===== src/logic/mcire_params.svh =====
/*
 Offsets, opcodes, status codes and reset values for the motion command
 interpreter slice. Assumes inclusion by bare name from logic/.
*/
`ifndef MCIRE_PARAMS_SVH
`define MCIRE_PARAMS_SVH

`define MCIRE_FRAME_BYTES 9
`define MCIRE_OP_DEFVECT 8'h25
`define MCIRE_OP_RETHND 8'h26
`define MCIRE_OP_USER_LO 8'h40
`define MCIRE_OP_USER_HI 8'h47
`define MCIRE_OP_MOVE 8'h04
`define MCIRE_OP_REACH 8'h8a
`define MCIRE_ST_OK 8'h64
`define MCIRE_ST_REACHED 8'h80
`define MCIRE_ST_BADSUM 8'h01
`define MCIRE_ST_BADCMD 8'h02
`define MCIRE_ST_BADTYPE 8'h03
`define MCIRE_HOST_ADDR 8'h02
`define MCIRE_MOD_ADDR 8'h01
`define MCIRE_REACH_ONCE 8'h00
`define MCIRE_REACH_ALL 8'h01
`define MCIRE_VEC_RESET 24'h000000

`endif


===== src/logic/mcire_pkg.sv =====
/*
 Types for the motion command interpreter slice.
 Assumes nothing beyond the params header.
*/
`default_nettype none
package mcire_pkg;
    typedef logic [7:0] mcire_byte_t;
    typedef struct packed {
        mcire_byte_t addr;
        mcire_byte_t cmd;
        mcire_byte_t typ;
        mcire_byte_t bank;
        logic [31:0] value;
    } mcire_cmd_t;
    typedef enum {MCIRE_IDLE, MCIRE_SEND} mcire_tx_state_t;
endpackage
`default_nettype wire


===== src/logic/mcire_frame_if.sv =====
/*
 Interface carrying one finished reply frame between interpreter and
 serialiser. Assumes both ends on the same clock.
*/
`timescale 1ns/1ps
`default_nettype none
interface mcire_frame_if;
    logic valid;
    logic ready;
    logic [63:0] body;
    modport src (output valid, output body, input ready);
    modport snk (input valid, input body, output ready);
endinterface
`default_nettype wire


===== src/logic/mcire_reply_tx.sv =====
/*
 Reply serialiser: appends the modulo-256 checksum and sends nine bytes.
 Assumes the byte sink may stall with txReady low.
*/
`timescale 1ns/1ps
`default_nettype none
`include "mcire_params.svh"
module mcire_reply_tx
    import mcire_pkg::*;
(
    input wire logic ref_clk,  // System clock
    input wire logic reset,    // Sync reset
    mcire_frame_if.snk frm,    // Frame to send
    output logic txValid,      // Byte valid
    output logic [7:0] txByte, // Byte out
    input wire logic txReady   // Sink takes byte
);
    mcire_tx_state_t state_q;
    logic [63:0] body_q;
    logic [7:0] sum_q;
    logic [3:0] idx_q;

    function automatic logic [7:0] sum8(input logic [63:0] b);
        logic [7:0] s;
        s = 8'h00;
        for (int i = 0; i < 8; i++) begin
            s = s + b[i*8 +: 8];
        end
        return s;
    endfunction

    assign frm.ready = (state_q == MCIRE_IDLE);
    assign txValid = (state_q == MCIRE_SEND);
    assign txByte = (idx_q == 4'h8) ? sum_q : body_q[63:56];

    always_ff @(posedge ref_clk) begin
        if (reset) begin
            state_q <= MCIRE_IDLE;
            body_q <= 64'h0;
            sum_q <= 8'h00;
            idx_q <= 4'h0;
        end else begin
            unique case (state_q)
                MCIRE_IDLE: begin
                    if (frm.valid) begin
                        body_q <= frm.body;
                        sum_q <= sum8(frm.body);
                        idx_q <= 4'h0;
                        state_q <= MCIRE_SEND;
                    end
                end
                MCIRE_SEND: begin
                    if (txReady) begin
                        body_q <= {body_q[55:0], 8'h00};
                        idx_q <= idx_q + 4'h1;
                        if (idx_q == 4'h8) begin
                            state_q <= MCIRE_IDLE;
                        end
                    end
                end
            endcase
        end
    end
endmodule
`default_nettype wire


===== src/logic/mcire_interp.sv =====
/*
 Command interpreter slice: interrupt vectors, handler return, user
 extension opcodes and the position-reached event with its second reply.
 Assumes bytes arrive synchronous to ref_clk, and a motion engine that
 pulses targetReached; a stored-program core drives the irq/exec ports.
*/
`timescale 1ns/1ps
`default_nettype none
`include "mcire_params.svh"
module mcire_interp
    import mcire_pkg::*;
#(
    parameter int NUM_IRQ = 16,   // Interrupt vector count
    parameter int PC_W = 24,      // Program counter width
    parameter int FLAG_W = 8      // Flags width
) (
    input wire logic ref_clk,               // 100 MHz system clock
    input wire logic reset,                 // Sync reset, active high
    input wire logic rxValid,               // Host byte valid
    input wire logic [7:0] rxByte,          // Host byte
    output logic txValid,                   // Reply byte valid
    output logic [7:0] txByte,              // Reply byte
    input wire logic txReady,               // Reply byte taken
    input wire logic frameResync,           // Drop partial frame
    input wire logic progValid,             // Stored-program instruction
    input wire logic [7:0] progCmd,         // Its opcode
    input wire logic [7:0] progType,        // Its type field
    input wire logic [31:0] progValue,      // Its value field
    input wire logic irqFire,               // Enabled interrupt fires
    input wire logic [7:0] irqNum,          // Which interrupt
    input wire logic [31:0] curAccu,        // Live accumulator
    input wire logic [31:0] curX,           // Live X register
    input wire logic [FLAG_W-1:0] curFlags, // Live flags
    input wire logic [PC_W-1:0] curPc,      // Live program counter
    output logic ctxLoad,                   // Load restored/jump context
    output logic [31:0] loadAccu,           // Accumulator to load
    output logic [31:0] loadX,              // X to load
    output logic [FLAG_W-1:0] loadFlags,    // Flags to load
    output logic [PC_W-1:0] loadPc,         // Program counter to load
    output logic userCmd,                   // User extension pulse
    output logic [2:0] userFunc,            // Which extension
    input wire logic [31:0] userReply,      // User-defined reply value
    output logic moveIssued,                // Move command accepted
    input wire logic targetReached,         // Engine reached target
    output logic reachArmed                 // Reach event armed or move in flight
);
    // Refused at elaboration: the vector index is at most one byte wide
    if (NUM_IRQ < 1 || NUM_IRQ > 256 || PC_W < 1 || PC_W > 32 ||
        FLAG_W < 1 || FLAG_W > 32) begin : g_bad_params
        $error("mcire_interp: unsupported parameters");
    end

    localparam int IDX_W = (NUM_IRQ > 1) ? $clog2(NUM_IRQ) : 1;

    mcire_frame_if frm ();

    logic [PC_W-1:0] vec_q [NUM_IRQ];
    logic [31:0] saveAccu_q, saveX_q;
    logic [FLAG_W-1:0] saveFlags_q;
    logic [PC_W-1:0] savePc_q;
    logic [63:0] rxBuf_q;
    logic [3:0] rxCnt_q;
    logic [7:0] rxSum_q;
    logic cmdStb_q;
    mcire_cmd_t cmd_q;
    logic cmdOk_q;
    logic armOnce_q, armAll_q, moving_q;
    logic [7:0] mask_q;
    logic pendReply_q, pendReach_q;
    logic [63:0] pendBody_q, reachBody_q;
    logic [7:0] rstatus;
    logic [31:0] rvalue;
    logic isUser;

    function automatic logic [63:0] reply_body(input logic [7:0] st,
            input logic [7:0] cmd, input logic [31:0] val);
        return {`MCIRE_HOST_ADDR, `MCIRE_MOD_ADDR, st, cmd, val};
    endfunction

    // Range is checked by callers; this only trims to the table index
    function automatic logic [IDX_W-1:0] vec_idx(input logic [7:0] n);
        return n[IDX_W-1:0];
    endfunction

    // Frame assembly; checksum is checked on the ninth byte
    always_ff @(posedge ref_clk) begin
        if (reset || frameResync) begin
            rxCnt_q <= 4'h0;
            rxSum_q <= 8'h00;
            rxBuf_q <= 64'h0;
            cmdStb_q <= 1'b0;
            cmdOk_q <= 1'b0;
            cmd_q <= '0;
        end else begin
            cmdStb_q <= 1'b0;
            if (rxValid) begin
                if (rxCnt_q == 4'h8) begin
                    rxCnt_q <= 4'h0;
                    rxSum_q <= 8'h00;
                    cmdStb_q <= 1'b1;
                    cmdOk_q <= (rxByte == rxSum_q);
                    cmd_q <= mcire_cmd_t'(rxBuf_q);
                end else begin
                    rxCnt_q <= rxCnt_q + 4'h1;
                    rxSum_q <= rxSum_q + rxByte;
                    rxBuf_q <= {rxBuf_q[55:0], rxByte};
                end
            end
        end
    end

    assign isUser = cmd_q.cmd >= `MCIRE_OP_USER_LO &&
                    cmd_q.cmd <= `MCIRE_OP_USER_HI;

    always_comb begin
        rstatus = `MCIRE_ST_OK;
        rvalue = 32'h0;
        if (!cmdOk_q) begin
            rstatus = `MCIRE_ST_BADSUM;
        end else if (cmd_q.cmd == `MCIRE_OP_DEFVECT ||
                     cmd_q.cmd == `MCIRE_OP_RETHND) begin
            rstatus = `MCIRE_ST_OK;
        end else if (isUser) begin
            rvalue = userReply;
        end else if (cmd_q.cmd == `MCIRE_OP_REACH) begin
            if (cmd_q.typ > `MCIRE_REACH_ALL) begin
                rstatus = `MCIRE_ST_BADTYPE;
            end
            rvalue = {24'h0, cmd_q.value[7:0]};
        end else if (cmd_q.cmd != `MCIRE_OP_MOVE) begin
            rstatus = `MCIRE_ST_BADCMD;
        end
    end

    assign userCmd = cmdStb_q && cmdOk_q && isUser;
    assign userFunc = cmd_q.cmd[2:0];
    assign moveIssued = cmdStb_q && cmdOk_q && cmd_q.cmd == `MCIRE_OP_MOVE;
    assign reachArmed = armOnce_q || armAll_q || moving_q;

    // Vector table: direct or stored define-vector writes an entry
    always_ff @(posedge ref_clk) begin
        if (reset) begin
            for (int i = 0; i < NUM_IRQ; i++) begin
                vec_q[i] <= PC_W'(`MCIRE_VEC_RESET);
            end
        end else if (cmdStb_q && cmdOk_q && cmd_q.cmd == `MCIRE_OP_DEFVECT &&
                     32'(cmd_q.typ) < NUM_IRQ) begin
            vec_q[vec_idx(cmd_q.typ)] <= cmd_q.value[PC_W-1:0];
        end else if (progValid && progCmd == `MCIRE_OP_DEFVECT &&
                     32'(progType) < NUM_IRQ) begin
            vec_q[vec_idx(progType)] <= progValue[PC_W-1:0];
        end
    end

    // Context save on interrupt entry
    always_ff @(posedge ref_clk) begin
        if (reset) begin
            saveAccu_q <= 32'h0;
            saveX_q <= 32'h0;
            saveFlags_q <= '0;
            savePc_q <= '0;
        end else if (irqFire) begin
            saveAccu_q <= curAccu;
            saveX_q <= curX;
            saveFlags_q <= curFlags;
            savePc_q <= curPc;
        end
    end

    // Context load: jump to vector, or restore on return
    always_ff @(posedge ref_clk) begin
        if (reset) begin
            ctxLoad <= 1'b0;
            loadAccu <= 32'h0;
            loadX <= 32'h0;
            loadFlags <= '0;
            loadPc <= '0;
        end else begin
            ctxLoad <= 1'b0;
            if (irqFire && 32'(irqNum) < NUM_IRQ) begin
                ctxLoad <= 1'b1;
                loadAccu <= curAccu;
                loadX <= curX;
                loadFlags <= curFlags;
                loadPc <= vec_q[vec_idx(irqNum)];
            end else if (progValid && progCmd == `MCIRE_OP_RETHND) begin
                ctxLoad <= 1'b1;
                loadAccu <= saveAccu_q;
                loadX <= saveX_q;
                loadFlags <= saveFlags_q;
                loadPc <= savePc_q;
            end
        end
    end

    // Reached-event arming; the request is only decoded from host frames
    always_ff @(posedge ref_clk) begin
        if (reset) begin
            armOnce_q <= 1'b0;
            armAll_q <= 1'b0;
            moving_q <= 1'b0;
            mask_q <= 8'h00;
        end else begin
            if (cmdStb_q && cmdOk_q && cmd_q.cmd == `MCIRE_OP_REACH) begin
                mask_q <= cmd_q.value[7:0];
                armOnce_q <= cmd_q.typ == `MCIRE_REACH_ONCE;
                armAll_q <= cmd_q.typ == `MCIRE_REACH_ALL;
            end else if (moveIssued && armOnce_q) begin
                armOnce_q <= 1'b0;
            end
            // A new move beats a reach in the same cycle
            if (moveIssued && (armOnce_q || armAll_q)) begin
                moving_q <= 1'b1;
            end else if (targetReached) begin
                moving_q <= 1'b0;
            end
        end
    end

    // Reply queue: one immediate, one reached; immediate goes first
    always_ff @(posedge ref_clk) begin
        if (reset) begin
            pendReply_q <= 1'b0;
            pendReach_q <= 1'b0;
            pendBody_q <= 64'h0;
            reachBody_q <= 64'h0;
        end else begin
            if (cmdStb_q) begin
                pendReply_q <= 1'b1;
                pendBody_q <= reply_body(rstatus, cmd_q.cmd, rvalue);
            end else if (frm.ready && pendReply_q) begin
                pendReply_q <= 1'b0;
            end
            if (moving_q && targetReached && !moveIssued) begin
                pendReach_q <= 1'b1;
                reachBody_q <= reply_body(`MCIRE_ST_REACHED,
                    `MCIRE_OP_REACH, {24'h0, mask_q});
            end else if (frm.ready && !pendReply_q && pendReach_q) begin
                pendReach_q <= 1'b0;
            end
        end
    end

    assign frm.valid = pendReply_q || pendReach_q;
    assign frm.body = pendReply_q ? pendBody_q : reachBody_q;

    mcire_reply_tx u_tx (
        .ref_clk(ref_clk),
        .reset(reset),
        .frm(frm),
        .txValid(txValid),
        .txByte(txByte),
        .txReady(txReady)
    );
endmodule
`default_nettype wire


===== config.mk =====
export PLATFORM = sky130hd
export DESIGN_NAME = mcire_interp
export DESIGN_NICKNAME = d
export VERILOG_FILES = /design/src/logic/mcire_pkg.sv /design/src/logic/mcire_frame_if.sv /design/src/logic/mcire_reply_tx.sv /design/src/logic/mcire_interp.sv
export VERILOG_INCLUDE_DIRS = /design/src /design/src/logic
export SDC_FILE = /design/constraint.sdc
export NUM_CORES = 1
export LEC_CHECK = 0
export ABC_AREA = 0
export BUFFER_PORTS_ARGS = -buffer_cell sky130_fd_sc_hd__buf_2
export CAP_MARGIN = 20
export CORE_MARGIN = 2
export CORE_UTILIZATION = 50
export DETAILED_ROUTE_END_ITERATION = 16
export PLACE_DENSITY = 0.69
export SYNTH_ARGS = -nofsm -noshare
export SYNTH_HDL_FRONTEND = slang
export SYNTH_SLANG_ARGS = --single-unit

===== constraint.sdc =====
create_clock -name ref_clk -period 5.75 [get_ports ref_clk]
set_clock_uncertainty 0.1 [all_clocks]
set_input_delay 0.8625 -clock ref_clk [delete_from_list [all_inputs] [get_ports ref_clk]]
set_output_delay 0.8625 -clock ref_clk [all_outputs]
set_load 0.01 [all_outputs]

==> results.sh, run 1 <==
export IMPL_pin_count=312
export IMPL_post_cts_resized_instances=0
export IMPL_synth_seq_cells=830
export IMPL_combPwrFrac_pct=5.3
export IMPL_synth_top_family_by_area="multiplexers"
export IMPL_maxCapViolCount=0
export IMPL_hold_class="register to register"
export IMPL_finalHoldViolations=0
export IMPL_yosysUniqueCellTypes=60
export IMPL_rsz0062_at_grt="no"
export IMPL_netSwitchingFraction_pct=21.54
export IMPL_final_layout_size_suffix_gt1_share_pct=24.40
export IMPL_p_int_mw=9.732
export IMPL_yosysWarnings=0
export IMPL_slew_headroom_pct=30.28
export IMPL_core_sq_mm=0.07149
export IMPL_synth_compound_area_share_pct=6.673
export IMPL_p_per_area_mw_per_mm2=301.6
export IMPL_ys_top_cells_by_count="nor2_1, dfxtp_1, edfxtp_1"
export IMPL_required_ns=6.14
export IMPL_setup_viol=0
export IMPL_critical_path_class="register to register"
export IMPL_synth_most_common_cell="nor2_1"
export IMPL_die_x_microns=272.7
export IMPL_p_sw_mw=2.672
export IMPL_area_growth_pct=13.91
export IMPL_power_mw=12.40
export IMPL_busiest_layer="met2"
export IMPL_post_cts_repair_setup_buffers=0
export IMPL_synth_area_leaders="edfxtp_1, dfxtp_1, mux4_2"
export IMPL_grt_use_total_pct=24.51
export IMPL_die_h_microns=272.7
export IMPL_p_seq_share_pct=51.3
export IMPL_synth_edf_count=384
export IMPL_drc=0
export IMPL_cts_root_buf="clkbuf_16"
export IMPL_grt_pass1_vias=23803
export IMPL_fin_crit_ns=4.584
export IMPL_status="completed"
export IMPL_cts_sinks=830
export IMPL_drv_slew=0
export IMPL_synth_async_reset_ratio_pct=0
export IMPL_grt_use_met1_pct=33.50
export IMPL_p_leak_nw=15.40
export IMPL_final_net_count=3597
export IMPL_fin_crit_sh_pct=79.73
export IMPL_finish_utilization_pct=57.54
export IMPL_clkSlewWorstSetupHoldPaths_ns=0.06
export IMPL_crit_fanout=26
export IMPL_firstDrtPassIters=6
export IMPL_synth_ff_type="dfxtp_1"
export IMPL_die_area_sq_mm=0.07439
export IMPL_start_util_pct=50.51
export IMPL_syn_avg_cell_area_sq_um=11.46
export IMPL_cts_tree="built"
export IMPL_start_kind="register"
export IMPL_h_tree_depth=3
export IMPL_synth_area_mux_share_pct=15.41
export IMPL_wirelength_microns=91660
export IMPL_postRouteAntennaNets=0
export IMPL_fillCellCount=5848
export IMPL_cp_arrival_ns=4.98
export IMPL_dp_hpwl_microns=57610
export IMPL_synth_xor_area_share_pct=0.5821
export IMPL_tightest_slew_ns=1.046
export IMPL_cts_made_buffers=84
export IMPL_wl_per_cell_microns=20.98
export IMPL_overflow=0
export IMPL_yosys_area_top_type_share_pct=31.93
export IMPL_ys_seq_area_share_pct=56.66
export IMPL_port_buffers=303
export IMPL_fmax_mhz=218.1
export IMPL_drtIter0Drc=2265
export IMPL_grt_use_met2_pct=39.42
export IMPL_tns_ns=0
export IMPL_avgViaCountPerCell=5.632
export IMPL_synth_adder_area_share_pct=2.211
export IMPL_synth_largest_area_cell="edfxtp_1"
export IMPL_clk_path_buf_depth=3
export IMPL_postCtsHoldBufs=0
export IMPL_peakVddDrop_v=0.0002168
export IMPL_synth_simple_area_share_pct=14.55
export IMPL_grt_max_degree=201
export IMPL_vias=24606
export IMPL_end_kind="register"
export IMPL_placementRows=98
export IMPL_gr_usage_met3_pct=5.131
export IMPL_antenna_found_initial=14
export IMPL_grt_pass1_wl_microns=140600
export IMPL_clk_latency_ns=0.62
export IMPL_syn_nets=3399
export IMPL_clockPowerShare_pct=43.4
export IMPL_synth_cells=3152
export IMPL_place_gp_congestion=0.8298
export IMPL_synth_area_sq_mm=0.03611
area by class of cell:
class,count,area (sq um),area share [%]
multi-input combinational,2013,14440,35.10
sequential,830,20460,49.74
inverter,56,210.2,0.5110
clock inverter,31,280.3,0.6814
timing repair buffer,365,2128,5.174
tap,950,1189,2.890
antenna,1,2.502,0.006084
clock buffer,123,2425,5.895
power groups by stage:
stage,combinational (mW),clock (mW),sequential [mW]
floorplan,0.391,0,6.48
global placement,0.645,0,6.49
detailed placement,0.649,0,6.49
CTS,0.651,5.48,6.37
global route,0.701,5.71,6.38
finish,0.653,5.38,6.37
sequential cells by signal (all words and copies together), names as in the netlist, 3 cells and up:
name / cells
vec_q: 384
saveX_q: 32
mask_q: 8
loadFlags: 8
u_tx.sum_q: 8
saveFlags_q: 8
pendBody_q: 44
savePc_q: 24
reachBody_q: 9
rxCnt_q: 4
saveAccu_q: 32
loadX: 32
cmd_q: 37
loadAccu: 32
u_tx.body_q: 64
u_tx.idx_q: 4
rxSum_q: 8
loadPc: 24
userFunc: 3
rxBuf_q: 56
worst max-delay path: stages (launching register included):
cell and delay (ns):
dfxtp_1 0.32, buf_4 0.27, nor2_1 0.14, a21oi_1 0.26, inv_1 0.13, fa_1 0.51, fa_1 0.55, inv_1 0.05
fa_1 0.47, inv_1 0.04, ha_1 0.20, fa_1 0.46, a21o_1 0.20, a21oi_1 0.21, nor2b_1 0.07, o21ai_0 0.17
nand2b_1 0.09, xnor2_1 0.14, o21ai_0 0.08
kinds of logic after synthesis:
group	count (synthesis)
multiplexers	382
XOR/XNOR	24
AO/OA/AOI/OAI	379
buffers and inverters	309
adder cells (fa/ha/maj)	47
AND/OR/NAND/NOR	1181
flip-flops	830
cell usage in the layout (no fill, tap or decap), types with 7 or more instances in the layout:
master	count
clkinv_2	16
xnor2_1	16
buf_4	54
nor3_1	51
nand2b_1	23
clkbuf_8	9
fa_1	28
mux2_2	9
nor2_2	167
o21ai_0	14
a21oi_1	162
buf_12	10
mux2i_4	18
dfxtp_1	445
clkinv_1	8
nand3_1	23
nor2_1	561
a22oi_1	36
nor2b_1	9
or3_1	7
buf_2	299
xor2_1	8
nor4_1	11
mux4_2	120
nand2_1	285
mux2i_1	234
clkbuf_1	25
edfxtp_1	384
clkbuf_16	88
ha_1	19
a211oi_1	130
and2_1	13
inv_1	55
worst paths after layout:
check                                         startpoint                    endpoint  slack, ns  depth (start not counted)
worst min register to register  rxBuf_q[34]$_SDFFE_PP0P_    rxBuf_q[42]$_SDFFE_PP0P_       0.35                          2
worst max register to register  pendReply_q$_SDFFE_PP0P_  u_tx.sum_q[7]$_SDFFE_PP0P_       1.17                         18
worst min-delay path            rxBuf_q[34]$_SDFFE_PP0P_    rxBuf_q[42]$_SDFFE_PP0P_       0.35                          2
worst max-delay path            pendReply_q$_SDFFE_PP0P_  u_tx.sum_q[7]$_SDFFE_PP0P_       1.17                         18
per-stage QoR:
stage | area [sq um] | setup slack (ns) | std cells | hold WS (ns)
after global routing | 41130 | 0.7732 | 4369 | 0.3681
after detailed placement | 38370 | 1.178 | 4211 | 0.3422
after CTS | 41070 | 1.150 | 4365 | 0.3491
final | 41130 | 1.166 | 4369 | 0.3470
after floorplan | 36110 | 1.360 | 3152 | 0.3212
after global placement | 38370 | 1.201 | 4211 | 0.3370
per-layer routing:
layer	share of wire [%]	vias up
met5	0.16	-
met4	2.4	22
met3	8.6	184
met2	47	933
met1	42	11975
li1	-	11492
No activity file was read; power rests on OpenSTA's default activity.
==> run 2: changes to the inputs <==
--- a/config.mk
+++ b/config.mk
@@ -12,7 +12,7 @@
 export CORE_MARGIN = 2
 export CORE_UTILIZATION = 50
 export DETAILED_ROUTE_END_ITERATION = 16
-export PLACE_DENSITY = 0.69
+export PLACE_DENSITY = 0.71
 export SYNTH_ARGS = -nofsm -noshare
 export SYNTH_HDL_FRONTEND = slang
 export SYNTH_SLANG_ARGS = --single-unit
==> constraint.sdc (replaced) <==
create_clock -name ref_clk -period 3.9 [get_ports ref_clk]
set_clock_uncertainty 0.1 [all_clocks]
set_input_delay 0.585 -clock ref_clk [delete_from_list [all_inputs] [get_ports ref_clk]]
set_output_delay 0.585 -clock ref_clk [all_outputs]
set_load 0.01 [all_outputs]
==> run 2 against run 1 <==
Against the previous run:
- the flow now finishes with violations (setup timing)
- register-to-register slack worse by 1.2 ns
- critical path type unchanged
- die area stayed put
- sequential cell count stayed put
- non-clock buffer count is 54 higher
- clock power is 50% higher
- final cell count is 1.1% higher
==> results.sh, run 2 (synthesized netlist as in run 1, its figures left out) <==
export IMPL_crit_end="u_tx.sum_q[7]$_SDFFE_PP0P_"
export IMPL_tns_ns=-0.05746
export IMPL_reg_top3="vec_q x384, u_tx.body_q x64, rxBuf_q x56"
export IMPL_cts_made_buffers=85
export IMPL_clockPowerShare_pct=43.7
export IMPL_vias=24757
export IMPL_max_stage_delay_ns=0.53
export IMPL_final_net_count=3652
export IMPL_p_leak_nw=15.73
export IMPL_tightest_slew_ns=1.122
export IMPL_combPwrFrac_pct=5.4
export IMPL_layout_commonest_cell="nor2_1"
export IMPL_wl_per_cell_microns=21.07
export IMPL_crit_chain="buf_12, mux2i_4, fa_1, inv_2, fa_1, inv_1, fa_1, inv_2, ha_4, fa_2, a21o_1, a21oi_2, nor2b_1, o21ai_1, nand2b_1, xnor2_1, o21ai_1"
export IMPL_clkSlewWorstSetupHoldPaths_ns=0.06
export IMPL_cts_root_buf="clkbuf_16"
export IMPL_end_kind="register"
export IMPL_firstDrtPassIters=5
export IMPL_grt_use_total_pct=24.78
export IMPL_cts_sinks=830
export IMPL_slew_headroom_pct=25.22
export IMPL_cp_arrival_ns=4.36
export IMPL_die_x_microns=272.7
export IMPL_final_layout_size_suffix_gt1_share_pct=25.97
export IMPL_finalHoldViolations=0
export IMPL_grt_pass1_vias=24320
export IMPL_required_ns=4.30
export IMPL_port_buffers=303
export IMPL_setup_viol=1
export IMPL_fmax_mhz=252.7
export IMPL_die_area_sq_mm=0.07439
export IMPL_fin_crit_sh_pct=101.5
export IMPL_die_h_microns=272.7
export IMPL_clk_latency_ns=0.62
export IMPL_antenna_found_initial=5
export IMPL_drc=0
export IMPL_avgViaCountPerCell=5.607
export IMPL_area_growth_pct=15.84
export IMPL_p_seq_share_pct=50.9
export IMPL_p_per_area_mw_per_mm2=440.7
export IMPL_place_gp_congestion=0.8520
export IMPL_start_util_pct=50.51
export IMPL_critPathLaunch="pendReply_q$_SDFFE_PP0P_"
export IMPL_overflow=0
export IMPL_r2r_end="u_tx.sum_q[7]$_SDFFE_PP0P_"
export IMPL_reg2reg_from="pendReply_q$_SDFFE_PP0P_"
export IMPL_drtIter0Drc=2197
export IMPL_finish_utilization_pct=58.52
export IMPL_placementRows=98
export IMPL_hold_class="input port to register"
export IMPL_ff2ff_setup_slack_ns=-0.06
export IMPL_regMostFlops="vec_q"
export IMPL_critical_path_class="register to register"
export IMPL_pin_count=312
export IMPL_crit_fanout=8
export IMPL_fin_crit_ns=3.957
export IMPL_start_kind="register"
export IMPL_dp_hpwl_microns=59090
export IMPL_core_sq_mm=0.07149
export IMPL_wirelength_microns=93010
export IMPL_p_sw_mw=3.944
export IMPL_status="finished, violations left"
export IMPL_crit_slowest_cell="fa_1"
export IMPL_most_common_layout_cells="nor2_1, dfxtp_1, edfxtp_1"
export IMPL_r2r_cells=17
export IMPL_p_int_mw=14.49
export IMPL_postRouteAntennaNets=0
export IMPL_path_common_cell="fa_1"
export IMPL_clk_path_buf_depth=3
export IMPL_cts_tree="built"
export IMPL_postCtsHoldBufs=0
export IMPL_whs_ns=0.09813
export IMPL_antennaDiodeCount=0
export IMPL_maxCapViolCount=0
export IMPL_h_tree_depth=3
export IMPL_violations="setup timing"
export IMPL_largest_register_ffs=384
export IMPL_rsz0062_at_grt="yes"
export IMPL_drv_slew=0
export IMPL_grt_max_degree=203
export IMPL_grt_pass1_wl_microns=142300
export IMPL_hp_start="userReply[12]"
export IMPL_peakVddDrop_v=0.0003820
export IMPL_netSwitchingFraction_pct=21.39
export IMPL_setup_slack_ns=-0.05746
## run 2: worst max-delay path, delay by kind of cell (launching register included)
kind	cells	cell delay [ns]
AO/OA/AOI/OAI	4	0.55
XOR/XNOR	1	0.14
adder cells (fa/ha/maj)	5	2.04
buffers and inverters	4	0.30
flip-flops	1	0.37
multiplexers	1	0.19
AND/OR/NAND/NOR	2	0.15
## run 2: worst min path at each step
stage,slack (ns),depth (start not counted),to
after floorplan,0.32,2,u_tx.sum_q[7]$_SDFFE_PP0P_
after global placement,0.34,2,rxBuf_q[37]$_SDFFE_PP0P_
after detailed placement,0.34,2,u_tx.body_q[62]$_SDFFE_PP0P_
after CTS,0.06,3,savePc_q[18]$_SDFFE_PP0P_
after global routing,0.09,3,savePc_q[18]$_SDFFE_PP0P_
final,0.1,3,pendBody_q[12]$_SDFFE_PP0P_
## run 2: area by class of cell
type	count	area, sq um
inverter	56	210.2
timing repair buffer	419	2743
tap	950	1189
multi-input combinational	2013	14490
fill	5798	29660
sequential	830	20460
clock buffer	115	2406
clock inverter	32	330.3
## run 2: layer usage
layer	wire, microns	up-vias	track usage [%]
met5	26	-	0
li1	-	11575	-
met1	39390	12086	33.72
met4	2283	4	7.461
met3	6945	164	4.376
met2	44360	928	40.66
## run 2: power by group through the flow
stage / sequential [mW] / combinational, mW / clock [mW]
final: 9.39 / 0.989 / 8.06
after global routing: 9.40 / 1.06 / 8.53
after CTS: 9.39 / 0.993 / 8.17
after detailed placement: 9.57 / 0.990 / 0
after global placement: 9.56 / 0.979 / 0
after floorplan: 9.56 / 0.576 / 0
## run 2: what timing repair did
action                                  CTS  global route
hold endpoints to repair                  0             0
cloned                                    0             1
resized for setup                         7            13
endpoints found under the setup margin    2             3
buffers inserted                          1             5
pin swaps                                 0             8
## run 2: stage by stage
| stage | total power, mW | setup slack [ns] | instance area, sq um | std cells |
|---|---|---|---|---|
| finish | 18.43 | -0.05746 | 41830 | 4415 |
| global route | 18.99 | -0.1947 | 41830 | 4415 |
| CTS | 18.55 | 0.002468 | 41680 | 4407 |
| detailed placement | 10.56 | -0.1197 | 38920 | 4259 |
| global placement | 10.54 | -0.04270 | 38920 | 4259 |
| floorplan | 10.14 | 0.04746 | 36150 | 3152 |
